===== src/core/ltc_pkg.sv =====
// Package for the light curtain teach controller: register map, fields,
// timing constants and carrier types.
// Assumes a 20 MHz aclk and a 32-bit AXI4-Lite register bus.
package ltc_pkg;

  // ----------------------------------------------------------------------
  // Timing
  // ----------------------------------------------------------------------
  localparam int CLK_HZ        = 20_000_000;
  localparam int PULSE_MIN_MS  = 20;
  localparam int PULSE_MAX_MS  = 80;
  localparam int PULSE_MIN_CYC = (PULSE_MIN_MS * (CLK_HZ / 1000)) + 1;
  localparam int PULSE_MAX_CYC = PULSE_MAX_MS * (CLK_HZ / 1000) - 1;
  localparam int CNT_W         = 22;

  // ----------------------------------------------------------------------
  // Register offsets
  // ----------------------------------------------------------------------
  localparam logic [7:0] ADDR_CTRL   = 8'h00;
  localparam logic [7:0] ADDR_CMD    = 8'h04;
  localparam logic [7:0] ADDR_STATUS = 8'h08;
  localparam logic [7:0] ADDR_BLANK  = 8'h0C;
  localparam logic [7:0] ADDR_LEVEL  = 8'h10;
  localparam logic [7:0] ADDR_PROC   = 8'h14;
  localparam logic [7:0] ADDR_ENG    = 8'h18;
  localparam logic [7:0] ADDR_RESULT = 8'h1C;

  // ----------------------------------------------------------------------
  // Fields
  // ----------------------------------------------------------------------
  // CTRL
  localparam int CTRL_NPN       = 0;
  localparam int CTRL_VOLATILE  = 1;
  localparam int CTRL_PWRUP     = 2;
  localparam int CTRL_LINE_TEACH = 3;
  localparam int CTRL_SENS_LSB  = 4;
  localparam int CTRL_BLK_LSB   = 8;
  localparam int CTRL_MARGIN_LSB = 12;
  localparam logic [31:0] CTRL_RESET = 32'h0000_0008;
  // CMD (write one to act)
  localparam int CMD_PANEL_TEACH = 0;
  localparam int CMD_BUS_TEACH   = 1;
  localparam int CMD_SW_TEACH    = 2;
  localparam int CMD_TO_PROCESS  = 3;
  localparam int CMD_TO_ALIGN    = 4;
  // Widths
  localparam int LVL_W  = 8;
  localparam int BEAM_W = 11;
  localparam int SENS_W = 2;
  localparam int BLK_W  = 3;
  localparam int MRG_W  = 4;
  localparam int IO_W   = 4;
  localparam logic [BLK_W-1:0] BLK_MAX = 3'h4;
  localparam logic [LVL_W-1:0] LVL_FULL = 8'hFF;
  localparam logic [LVL_W-1:0] LVL_NONE = 8'h00;
  localparam logic [LVL_W-1:0] LVL_MIN_DEFAULT = 8'h80;

  localparam logic [1:0] RESP_OKAY   = 2'b00;
  localparam logic [1:0] RESP_SLVERR = 2'b10;

  // ----------------------------------------------------------------------
  // Types
  // ----------------------------------------------------------------------
  typedef enum logic [3:0] {
    LTC_IDLE  = 4'b0001,
    LTC_START = 4'b0010,
    LTC_WAIT  = 4'b0100,
    LTC_DONE  = 4'b1000
  } ltc_state_t;

  typedef struct packed {
    logic             npn;
    logic             volatile_store;
    logic             power_up_teach;
    logic             line_is_teach;
    logic [SENS_W-1:0] sensitivity;
    logic [BLK_W-1:0]  blank_areas;
    logic [MRG_W-1:0]  margin;
  } ltc_cfg_t;

  // Request to and answer from the beam measurement engine
  typedef struct packed {
    logic             start;
    logic             blanking;
    logic [SENS_W-1:0] sensitivity;
    logic [MRG_W-1:0]  margin;
  } ltc_eng_req_t;

  typedef struct packed {
    logic             done;
    logic             any_blocked;
    logic [LVL_W-1:0] min_level;
  } ltc_eng_rsp_t;

endpackage


===== src/core/ltc_teach_ctrl.sv =====
// Teach and display mode controller for a light curtain receiver.
// Assumes a beam engine that regulates beams on request and reports done,
// blocked beams and the weakest received level; registers over AXI4-Lite.
//
// The AXI4-Lite register port and the register addresses are this design's own decisions.
`timescale 1ns/1ps
module ltc_teach_ctrl
  import ltc_pkg::*;
(
  input  wire logic              aclk,
  input  wire logic              aresetn,
  // AXI4-Lite slave
  input  wire logic [7:0]        s_axi_awaddr,
  input  wire logic              s_axi_awvalid,
  output logic                   s_axi_awready,
  input  wire logic [31:0]       s_axi_wdata,
  input  wire logic [3:0]        s_axi_wstrb,
  input  wire logic              s_axi_wvalid,
  output logic                   s_axi_wready,
  output logic [1:0]             s_axi_bresp,
  output logic                   s_axi_bvalid,
  input  wire logic              s_axi_bready,
  input  wire logic [7:0]        s_axi_araddr,
  input  wire logic              s_axi_arvalid,
  output logic                   s_axi_arready,
  output logic [31:0]            s_axi_rdata,
  output logic [1:0]             s_axi_rresp,
  output logic                   s_axi_rvalid,
  input  wire logic              s_axi_rready,
  // Receiver main connector, configurable line one (pin)
  input  wire logic              configurable_line_one,
  // Beam engine
  output ltc_eng_req_t           eng_req,
  input  wire ltc_eng_rsp_t      eng_rsp,
  input  wire logic [LVL_W-1:0]  first_beam_in,
  input  wire logic [LVL_W-1:0]  last_beam_in,
  input  wire logic [BEAM_W-1:0] interrupted_in,
  input  wire logic [IO_W-1:0]   io_state_in,
  // Display and storage
  output logic                   align_mode,
  output logic                   teach_busy,
  output logic [LVL_W-1:0]       first_beam_level,
  output logic [LVL_W-1:0]       last_beam_level,
  output logic [BEAM_W-1:0]      interrupted_beam_total,
  output logic [IO_W-1:0]        io_display,
  output logic                   store_nv,
  output logic                   store_ram
);

  // ----------------------------------------------------------------------
  // Registers
  // ----------------------------------------------------------------------
  ltc_cfg_t          cfg;
  logic [LVL_W-1:0]  min_level;
  ltc_state_t        state;
  logic              teach_ok;
  logic              teach_err;
  logic              teach_valid;
  logic              from_align;
  logic              powerup_pending;
  logic              start_pulse;

  logic [7:0]        aw_addr;
  logic              aw_held;
  logic [31:0]       w_data;
  logic [3:0]        w_strb;
  logic              w_held;
  logic              wr_fire;
  logic              rd_fire;
  logic [31:0]       next_rdata;
  logic              rd_hit;

  logic              cmd_panel;
  logic              cmd_bus;
  logic              cmd_sw;
  logic              cmd_proc;
  logic              cmd_align;

  // ----------------------------------------------------------------------
  // Teach line input
  // ----------------------------------------------------------------------
  logic [2:0]        line_sync;
  logic              line_level;
  logic              line_active;
  logic [CNT_W-1:0]  pulse_cnt;
  logic              line_teach;

  always_ff @(posedge aclk) begin
    if (!aresetn) begin
      line_sync <= 3'h0;
    end else begin
      line_sync <= {line_sync[1:0], configurable_line_one};
    end
  end

  // Level changes only when stages two and three agree
  always_ff @(posedge aclk) begin
    if (!aresetn) begin
      line_level <= 1'b0;
    end else if (line_sync[1] == line_sync[2]) begin
      line_level <= line_sync[2];
    end
  end

  assign line_active = line_level ^ cfg.npn;

  always_ff @(posedge aclk) begin
    if (!aresetn) begin
      pulse_cnt  <= '0;
      line_teach <= 1'b0;
    end else begin
      line_teach <= 1'b0;
      if (line_active) begin
        if (pulse_cnt != CNT_W'(PULSE_MAX_CYC + 1)) begin
          pulse_cnt <= pulse_cnt + CNT_W'(1);
        end
      end else begin
        pulse_cnt <= '0;
        if (cfg.line_is_teach &&
            pulse_cnt >= CNT_W'(PULSE_MIN_CYC) &&
            pulse_cnt <= CNT_W'(PULSE_MAX_CYC)) begin
          line_teach <= 1'b1;
        end
      end
    end
  end

  // ----------------------------------------------------------------------
  // AXI4-Lite write
  // ----------------------------------------------------------------------
  assign wr_fire = aw_held && w_held && !s_axi_bvalid;

  always_ff @(posedge aclk) begin
    if (!aresetn) begin
      aw_held       <= 1'b0;
      aw_addr       <= 8'h00;
      s_axi_awready <= 1'b0;
    end else begin
      s_axi_awready <= !aw_held && !s_axi_awready;
      if (s_axi_awvalid && s_axi_awready) begin
        aw_held <= 1'b1;
        aw_addr <= s_axi_awaddr;
        s_axi_awready <= 1'b0;
      end else if (wr_fire) begin
        aw_held <= 1'b0;
      end
    end
  end

  always_ff @(posedge aclk) begin
    if (!aresetn) begin
      w_held       <= 1'b0;
      w_data       <= 32'h0000_0000;
      w_strb       <= 4'h0;
      s_axi_wready <= 1'b0;
    end else begin
      s_axi_wready <= !w_held && !s_axi_wready;
      if (s_axi_wvalid && s_axi_wready) begin
        w_held <= 1'b1;
        w_data <= s_axi_wdata;
        w_strb <= s_axi_wstrb;
        s_axi_wready <= 1'b0;
      end else if (wr_fire) begin
        w_held <= 1'b0;
      end
    end
  end

  always_ff @(posedge aclk) begin
    if (!aresetn) begin
      s_axi_bvalid <= 1'b0;
      s_axi_bresp  <= RESP_OKAY;
    end else if (wr_fire) begin
      s_axi_bvalid <= 1'b1;
      s_axi_bresp  <= (aw_addr == ADDR_CTRL || aw_addr == ADDR_CMD ||
                       aw_addr == ADDR_LEVEL) ? RESP_OKAY : RESP_SLVERR;
    end else if (s_axi_bready) begin
      s_axi_bvalid <= 1'b0;
    end
  end

  assign cmd_panel = wr_fire && aw_addr == ADDR_CMD && w_strb[0] &&
                     w_data[CMD_PANEL_TEACH];
  assign cmd_bus   = wr_fire && aw_addr == ADDR_CMD && w_strb[0] &&
                     w_data[CMD_BUS_TEACH];
  assign cmd_sw    = wr_fire && aw_addr == ADDR_CMD && w_strb[0] &&
                     w_data[CMD_SW_TEACH];
  assign cmd_proc  = wr_fire && aw_addr == ADDR_CMD && w_strb[0] &&
                     w_data[CMD_TO_PROCESS];
  assign cmd_align = wr_fire && aw_addr == ADDR_CMD && w_strb[0] &&
                     w_data[CMD_TO_ALIGN];

  // Configuration register
  always_ff @(posedge aclk) begin
    if (!aresetn) begin
      cfg <= '{npn: CTRL_RESET[CTRL_NPN],
               volatile_store: CTRL_RESET[CTRL_VOLATILE],
               power_up_teach: CTRL_RESET[CTRL_PWRUP],
               line_is_teach: CTRL_RESET[CTRL_LINE_TEACH],
               sensitivity: '0, blank_areas: '0, margin: '0};
      min_level <= LVL_MIN_DEFAULT;
    end else if (wr_fire && aw_addr == ADDR_CTRL) begin
      if (w_strb[0]) begin
        cfg.npn            <= w_data[CTRL_NPN];
        cfg.volatile_store <= w_data[CTRL_VOLATILE];
        cfg.power_up_teach <= w_data[CTRL_PWRUP];
        cfg.line_is_teach  <= w_data[CTRL_LINE_TEACH];
        cfg.sensitivity    <= w_data[CTRL_SENS_LSB +: SENS_W];
      end
      if (w_strb[1]) begin
        if (w_data[CTRL_BLK_LSB +: BLK_W] <= BLK_MAX) begin
          cfg.blank_areas <= w_data[CTRL_BLK_LSB +: BLK_W];
        end
        cfg.margin <= w_data[CTRL_MARGIN_LSB +: MRG_W];
      end
    end else if (wr_fire && aw_addr == ADDR_LEVEL && w_strb[0]) begin
      min_level <= w_data[LVL_W-1:0];
    end
  end

  // ----------------------------------------------------------------------
  // Display mode and power-up teach
  // ----------------------------------------------------------------------
  always_ff @(posedge aclk) begin
    if (!aresetn) begin
      align_mode <= 1'b0;
    end else if (state == LTC_IDLE) begin
      if (cmd_align) begin
        align_mode <= 1'b1;
      end else if (cmd_proc) begin
        align_mode <= 1'b0;
      end
    end else if (state == LTC_DONE) begin
      align_mode <= from_align;
    end
  end

  // Power-up option is sampled after reset release
  always_ff @(posedge aclk) begin
    if (!aresetn) begin
      powerup_pending <= 1'b1;
    end else if (state == LTC_IDLE) begin
      powerup_pending <= 1'b0;
    end
  end

  assign start_pulse = cmd_panel || cmd_bus || cmd_sw || line_teach ||
                       (powerup_pending && cfg.power_up_teach);

  // ----------------------------------------------------------------------
  // Teach sequence
  // ----------------------------------------------------------------------
  always_ff @(posedge aclk) begin
    if (!aresetn) begin
      state      <= LTC_IDLE;
      from_align <= 1'b0;
      teach_ok   <= 1'b0;
      teach_err  <= 1'b0;
      teach_valid <= 1'b0;
      eng_req    <= '0;
    end else begin
      eng_req.start <= 1'b0;
      unique case (state)
        LTC_IDLE: begin
          if (start_pulse) begin
            from_align <= align_mode;
            state      <= LTC_START;
          end
        end
        LTC_START: begin
          eng_req.start       <= 1'b1;
          eng_req.sensitivity <= cfg.sensitivity;
          eng_req.blanking    <= cfg.blank_areas != '0;
          eng_req.margin      <= cfg.margin;
          state               <= LTC_WAIT;
        end
        LTC_WAIT: begin
          if (eng_rsp.done) begin
            if (eng_rsp.min_level < min_level) begin
              teach_ok <= 1'b0;
            end else if (!eng_req.blanking && eng_rsp.any_blocked) begin
              teach_ok <= 1'b0;
            end else begin
              teach_ok <= 1'b1;
            end
            teach_err <= (eng_rsp.min_level < min_level) ||
                         (!eng_req.blanking && eng_rsp.any_blocked);
            teach_valid <= 1'b1;
            state <= LTC_DONE;
          end
        end
        LTC_DONE: begin
          state <= LTC_IDLE;
        end
      endcase
    end
  end

  always_ff @(posedge aclk) begin
    if (!aresetn) begin
      teach_busy <= 1'b0;
      store_nv   <= 1'b0;
      store_ram  <= 1'b0;
    end else begin
      teach_busy <= state != LTC_IDLE || start_pulse;
      store_nv   <= state == LTC_DONE && teach_ok && !cfg.volatile_store;
      store_ram  <= state == LTC_DONE && teach_ok && cfg.volatile_store;
    end
  end

  // ----------------------------------------------------------------------
  // Display outputs
  // ----------------------------------------------------------------------
  always_ff @(posedge aclk) begin
    if (!aresetn) begin
      first_beam_level       <= LVL_NONE;
      last_beam_level        <= LVL_NONE;
      interrupted_beam_total <= '0;
      io_display             <= '0;
    end else begin
      interrupted_beam_total <= interrupted_in;
      io_display             <= io_state_in;
      if (teach_valid && teach_err) begin
        first_beam_level <= LVL_NONE;
        last_beam_level  <= LVL_NONE;
      end else if (teach_valid && teach_ok && state == LTC_DONE) begin
        first_beam_level <= LVL_FULL;
        last_beam_level  <= LVL_FULL;
      end else begin
        first_beam_level <= first_beam_in;
        last_beam_level  <= last_beam_in;
      end
    end
  end

  // ----------------------------------------------------------------------
  // AXI4-Lite read
  // ----------------------------------------------------------------------
  assign rd_fire = s_axi_arvalid && s_axi_arready;

  always_comb begin
    next_rdata = 32'h0000_0000;
    rd_hit     = 1'b1;
    unique case (s_axi_araddr)
      ADDR_CTRL: begin
        next_rdata[CTRL_NPN]        = cfg.npn;
        next_rdata[CTRL_VOLATILE]   = cfg.volatile_store;
        next_rdata[CTRL_PWRUP]      = cfg.power_up_teach;
        next_rdata[CTRL_LINE_TEACH] = cfg.line_is_teach;
        next_rdata[CTRL_SENS_LSB +: SENS_W]  = cfg.sensitivity;
        next_rdata[CTRL_BLK_LSB +: BLK_W]    = cfg.blank_areas;
        next_rdata[CTRL_MARGIN_LSB +: MRG_W] = cfg.margin;
      end
      ADDR_CMD:    next_rdata = 32'h0000_0000;
      ADDR_STATUS: next_rdata[3:0] = {teach_err, teach_ok, teach_busy,
                                      align_mode};
      ADDR_BLANK:  next_rdata[BLK_W-1:0] = cfg.blank_areas;
      ADDR_LEVEL:  next_rdata[LVL_W-1:0] = min_level;
      ADDR_PROC:   next_rdata[BEAM_W+IO_W-1:0] = {io_display,
                                                  interrupted_beam_total};
      ADDR_ENG:    next_rdata[2*LVL_W-1:0] = {last_beam_level,
                                              first_beam_level};
      ADDR_RESULT: next_rdata[1:0] = {teach_valid, teach_ok};
      default:     rd_hit = 1'b0;
    endcase
  end

  always_ff @(posedge aclk) begin
    if (!aresetn) begin
      s_axi_arready <= 1'b0;
      s_axi_rvalid  <= 1'b0;
      s_axi_rdata   <= 32'h0000_0000;
      s_axi_rresp   <= RESP_OKAY;
    end else begin
      s_axi_arready <= !s_axi_rvalid && !s_axi_arready && !rd_fire;
      if (rd_fire) begin
        s_axi_arready <= 1'b0;
        s_axi_rvalid  <= 1'b1;
        s_axi_rdata   <= next_rdata;
        s_axi_rresp   <= rd_hit ? RESP_OKAY : RESP_SLVERR;
      end else if (s_axi_rvalid && s_axi_rready) begin
        s_axi_rvalid <= 1'b0;
      end
    end
  end

endmodule


===== config.mk =====
export PLATFORM = sky130hd
export DESIGN_NAME = ltc_teach_ctrl
export DESIGN_NICKNAME = d
export VERILOG_FILES = /design/src/core/ltc_pkg.sv /design/src/core/ltc_teach_ctrl.sv
export SDC_FILE = /design/constraint.sdc
export NUM_CORES = 1
export LEC_CHECK = 0
export BUFFER_PORTS_ARGS = -buffer_cell sky130_fd_sc_hd__buf_2
export CAP_MARGIN = 20
export CORE_AREA = 3 3 117 119
export CTS_CLUSTER_DIAMETER = 200
export DETAILED_ROUTE_END_ITERATION = 6
export DIE_AREA = 0 0 120 122
export PLACE_DENSITY = 0.78
export SYNTH_ARGS = -nofsm -noshare
export SYNTH_HDL_FRONTEND = slang
export SYNTH_SLANG_ARGS = --single-unit

===== constraint.sdc =====
create_clock -name aclk -period 2 [get_ports aclk]
set_input_delay 0.3 -clock aclk [delete_from_list [all_inputs] [get_ports aclk]]
set_output_delay 0.3 -clock aclk [all_outputs]
set_load 0.01 [all_outputs]

# ---- Word-level counts from Yosys, hierarchy flattened
# Index checks and enable logic that the tools add are counted.
dict set report totals {
  reg_bits 153
  latch_bits 0
  ram_bits 0
  rom_bits 0
  in_bits 101
  mem_count 0
}
dict set report classes {
  n_addsub 1
  multipliers 0
  div_mod_pow 0
  magnitude_cmp 4
  n_eq_ne 19
  n_shift 0
  muxes 32
  bitwise_logic 3
  n_reduce_logical 71
}
# operator count
set op_table {}
lappend op_table {{8-bit by 5-bit == test with 1-bit output (second input constant)} 5}
lappend op_table {{1-bit logical AND} 30}
lappend op_table {{8-bit 2-to-1 mux} 3}
lappend op_table {{22-bit by 1-bit adder with 22-bit output (second input constant)} 1}
lappend op_table {{22-bit by 19-bit >= comparator with 1-bit output (second input constant)} 1}
lappend op_table {{22-bit by 21-bit less-or-equal comparator with 1-bit output (second input constant)} 1}
lappend op_table {{22-bit by 21-bit != test with 1-bit output (second input constant)} 1}
lappend op_table {{3-bit case mux with 3 select lines} 2}
lappend op_table {{8-bit by 3-bit == test with 1-bit output (second input constant)} 2}
lappend op_table {{8-bit by 4-bit == test with 1-bit output (second input constant)} 2}
lappend op_table {{8-bit logical NOT} 2}
lappend op_table {{4-bit case mux with 4 select lines} 1}
lappend op_table {{2-bit AND reduction} 8}
lappend op_table {{1-bit 2-to-1 mux} 15}
lappend op_table {{2-bit case mux with 7 select lines} 1}
lappend op_table {{1-bit logical NOT} 10}
lappend op_table {{2-bit nonzero test} 5}
lappend op_table {{2-bit OR reduction} 5}
lappend op_table {{1-bit logical OR} 8}
lappend op_table {{8-bit < comparator} 1}
lappend op_table {{4-bit 2-to-1 mux} 2}
lappend op_table {{2-bit case mux with 4 select lines} 1}
lappend op_table {{8-bit OR reduction} 1}
lappend op_table {{1-bit case mux with 6 select lines} 1}
lappend op_table {{other kinds (17)} 21}

# ---- Depth between registers and ports, before layout
dict set report depth {
  depth_word 11
  depth_mapped 6
  ltp_nobuf 6
}

# ---- Worst setup path after synthesis
# OpenSTA, ideal clock, no wires.
dict set report synth_timing {
  path_type {flip-flop to flip-flop}
  from {register pulse_cnt[0]}
  to {register pulse_cnt[0]}
  setup_time_ns 0.118
  arrival_time_ns 1.719
  required_ns 1.882
  setup_slack_ns 0.163
  path_stages_with_launch 7
  n_path_buf 0
  path_cell_list {dfxtp_1 -> inv_1 -> ha_1 -> or4b_4 -> or4_4 -> nor3_1 -> nor3_1}
}
dict set report synth_via {
  elab_chain_len 1
  elab_cells_between_ends 2
  cone_classes {add/sub (1); eq/ne (1)}
}
# item line_no
set synth_lines {}
lappend synth_lines {{start, declared} ltc_teach_ctrl.sv:85} ;# logic [CNT_W-1:0] pulse_cnt;
lappend synth_lines {{start signal, assigned} ltc_teach_ctrl.sv:115} ;# pulse_cnt <= pulse_cnt + CNT_W'(1);
lappend synth_lines {{22-bit by 1-bit adder with 22-bit output or 22-bit by 21-bit != test with 1-bit output (tied branches)} {ltc_teach_ctrl.sv:115, ltc_teach_ctrl.sv:114}}
# Several ways; a longest one is shown, not always the timed one.
# A chain may end at the register's enable or synchronous reset.

# ---- Worst setup path in the final report
dict set report layout_timing {
  from {register pulse_cnt[1]}
  to {register pulse_cnt[0]}
}
dict set report layout_via {
  elab_chain_len 1
}
# item line_no
set layout_lines {}
lappend layout_lines {{22-bit by 21-bit != test with 1-bit output} ltc_teach_ctrl.sv:114} ;# if (pulse_cnt != CNT_W'(PULSE_MAX_CYC + 1)) begin
# No other way between the ends.

==> summary.md <==
| Metric | Value |
|---|---|
| Seq/Total Area, Yosys | 45.68% |
| Worst setup margin | 0.08852 ns |
| Comb power frac | ~7.6% |
| Crit path max fanout | 4 |
| Layout cell share with drive strength beyond 1 | 24.15% |
| Antenna cells | 0 |
| Clock share of power | 46.8% |
| CTS Buf Count | 17 |
| R2R setup slack | 0.09 ns |
| Fin Setup TNS | 0 ns |
| Synth Flop Type | dfxtp_1 |
| FF-to-FF Start | pulse_cnt[1] |
| Sequential share of power | 45.6% |
| Yosys warns | 0 |
| Status | finished clean |
| Worst hold start | io_state_in[2] |
| Post-Syn Area per Cell | 8.836 sq um |
| Fmax | 0.5232 GHz |
| Clock Tree Root | clkbuf_16 |
| Post-DP HPWL | about 13000 microns |
| Routability cong. | between 0.8 and 0.9 |
| Vias | between 5000 and 6000 |
| Dominant cells by area after synthesis | dfxtp_1, nand2_1, a21oi_1, mux2i_1, nand3_1 |
| Vias in the first global route | 5630 |
| DRT antenna net count | 0 |
| Post-synth top area cell | dfxtp_1 |
| Total clock sinks | 150 |
| Final core utilization | a little under two thirds |
| Period utilization | a little over nine tenths |
| Top Ports | 185 |
| Antenna violations before repair | 0 |
| Core area | 0.01267 sq mm |
| Standard-cell row count | 41 |
| Die W | approximately 120 microns |
| Pwr dens | 857.0 mW/mm^2 |
| Via density per instance | around 5.5 |
| H-tree lvl count | 4 |
| Flops & latches, synth | 150 |
| Grt total ovfl | 0 |
| Psw | 0.001621 W |
| Final setup violation count | 0 |
| Worst vdd ir | 665.3 uV |
| Sw Ratio | 23.42% |
| Worst clock skew | 0.006265 ns |
| Fin Hold WS | 0.07728 ns |
| Number of max-cap violations | 0 |
| Worst Hold Class | in2reg |
| Max-slew headroom | 54.39% |
| Int Pwr | around 0.0053 W |
| Final WL | 17740 microns |
| Synth top area share | around 46% |
| Clock transition at the registers of the reported paths | about 0.060 ns |
| PortBufs | 147 |
| Area of the die | between 0.01 and 0.015 sq mm |
| Setup WS pre-CTS | between 0.03 and 0.04 ns |
| Post-Synthesis Cells | 744 |
| Clk_lat worst skew | 0.42 ns |
| Startpoint Class | register |
| Least-Margin Pin Slew | 0.6842 ns |
| Final Critical Period | 1.911 ns |
| Library cells used by synthesis | 67 |
| Overall routing resource usage | 24.54% |
| WL/cell | 16.44 microns |
| Largest net degree at the start of global routing | 55 |
| CTS tree | built |
| Max-slew violations | 0 |
| Layout Nets | ~1000 |
| Post-synth ARST share | 0% |
| CTS Buffer Depth | 2 |
| Static Leak | approximately 3.4 nW |
| Initial Util | 51.88% |
| Die H | around 120 microns |
| Layout area overhead | 22.90% |
| Setup CP Type | reg2reg |
| Router iterations before antenna repair | 7 |
| Post-synth EDFFs | 0 |
| Synthesized area | 0.006574 sq mm |
| Global-route wire length before repair | 28390 microns |
| Final Hold Vio Count | 0 |
| RSZ-0062 raised after global routing | false |
| Crit. Startpoint | pulse_cnt[1] |
| Crit path DAT | 2.20 ns |
| DRC | 0 |
| Worst path required time | approximately 2.3 ns |
| Critical Path End Type | register |
| Post-layout total power | 0.006924 W |
| 1st-iter DRT viols | 462 |
-- area by class of cell --
class	count	area [sq um]
tap	172	215.2
clock inverter	11	147.6
clock buffer	21	450.4
multi-input combinational	541	3289
fill	1075	4592
inverter	14	52.55
sequential	150	3003
timing repair buffer	170	920.9
-- critical path, stage by stage (launching register included) --
cell and delay (ns):
dfxtp_1 0.34, inv_2 0.08, ha_1 0.16, or4b_4 0.47
or4_4 0.52, nor3_1 0.14, nor3_1 0.07
-- per-stage QoR --
step | area, sq um | cells
CTS | 8079 | 1079
global route | 8079 | 1079
detailed placement | 7481 | 1047
global placement | 7481 | 1047
finish | 8079 | 1079
floorplan | 6638 | 761
-- synthesized netlist by cell type, types with 4 or more instances --
cell / n
a21oi_1: 62
a22o_1: 11
buf_4: 18
nor3_1: 13
nand3_1: 35
o2bb2ai_1: 7
ha_1: 11
xor2_1: 15
buf_2: 6
and3_1: 9
and2_1: 23
clkbuf_1: 27
a22oi_1: 6
o21a_1: 19
a31oi_1: 7
dfxtp_1: 150
or4_1: 6
inv_1: 13
nand2b_1: 14
nor2b_1: 8
nor4b_1: 4
or3_1: 5
o211ai_1: 5
nand4_1: 13
o21ai_1: 5
mux2i_1: 25
and4_1: 4
o21ai_0: 31
nand2_1: 91
buf_1: 4
nor4_1: 7
nor2_1: 44
-- final timing paths --
path / to / cells after the start
setup / recovery: pulse_cnt[0] / 6
hold / removal: io_display[2] / 2
setup reg to reg: pulse_cnt[0] / 6
hold reg to reg: line_sync[1] / 1
-- per-layer routing --
metal | up-vias | track usage [%] | routed length (microns)
li1 | 2920 | - | -
met1 | 2766 | 31.46 | 7526
met2 | 250 | 39.55 | 8421
met3 | 45 | 6.221 | 1289
met4 | 0 | 10.24 | 503
met5 | - | 0 | 0
-- cells in the final DEF (no fill, tap or decap), types with 18 or more instances in the layout --
master / synthesis / final
conb_1: 1 / 18
buf_2: 6 / 147
a21oi_1: 62 / 62
nand2_1: 91 / 91
o21a_1: 19 / 19
nand3_1: 35 / 35
buf_4: 18 / 22
dfxtp_1: 150 / 150
mux2i_1: 25 / 25
nor2_1: 44 / 44
o21ai_0: 31 / 31
and2_1: 23 / 23
-- logic make-up (layout without fill, tap and decap cells) --
logic type,count (synthesis),count (layout),synth area share (%)
multiplexers,26,26,4.149
AND/OR/NAND/NOR,299,299,24.15
XOR/XNOR,15,15,1.999
buffers and inverters,70,216,5.253
adder cells (fa/ha/maj),11,11,2.094
flip-flops,150,150,45.68
other,1,18,0.05704
AO/OA/AOI/OAI,172,172,16.62
-- flip-flops by register name (all words and copies together), names as in the netlist, 4 cells and up --
name and count:
w_data 15, aw_addr 8, io_display 4, cfg 13, pulse_cnt 22, last_beam_level 8, min_level 8, interrupted_beam_total 11
eng_req 8, state 4, s_axi_rdata 16, first_beam_level 8
-- repair_timing --
action	4_1_cts	5_1_grt
setup endpoints to repair	0	3
hold endpoints to repair	0	0
resized for setup	0	1
hold buffers	0	0
buffers inserted	0	0
-- power groups by stage --
stage / Sequential, W / Clock, W / Combinational [W]
final: 0.00316 / 0.00324 / 0.000528
after global routing: 0.00316 / 0.00341 / 0.000588
after CTS: 0.00315 / 0.00327 / 0.000527
after detailed placement: 0.00322 / 0 / 0.000522
after global placement: 0.00322 / 0 / 0.000514
after floorplan: 0.00322 / 0 / 0.000307
No activity file was read; power rests on OpenSTA's default activity.
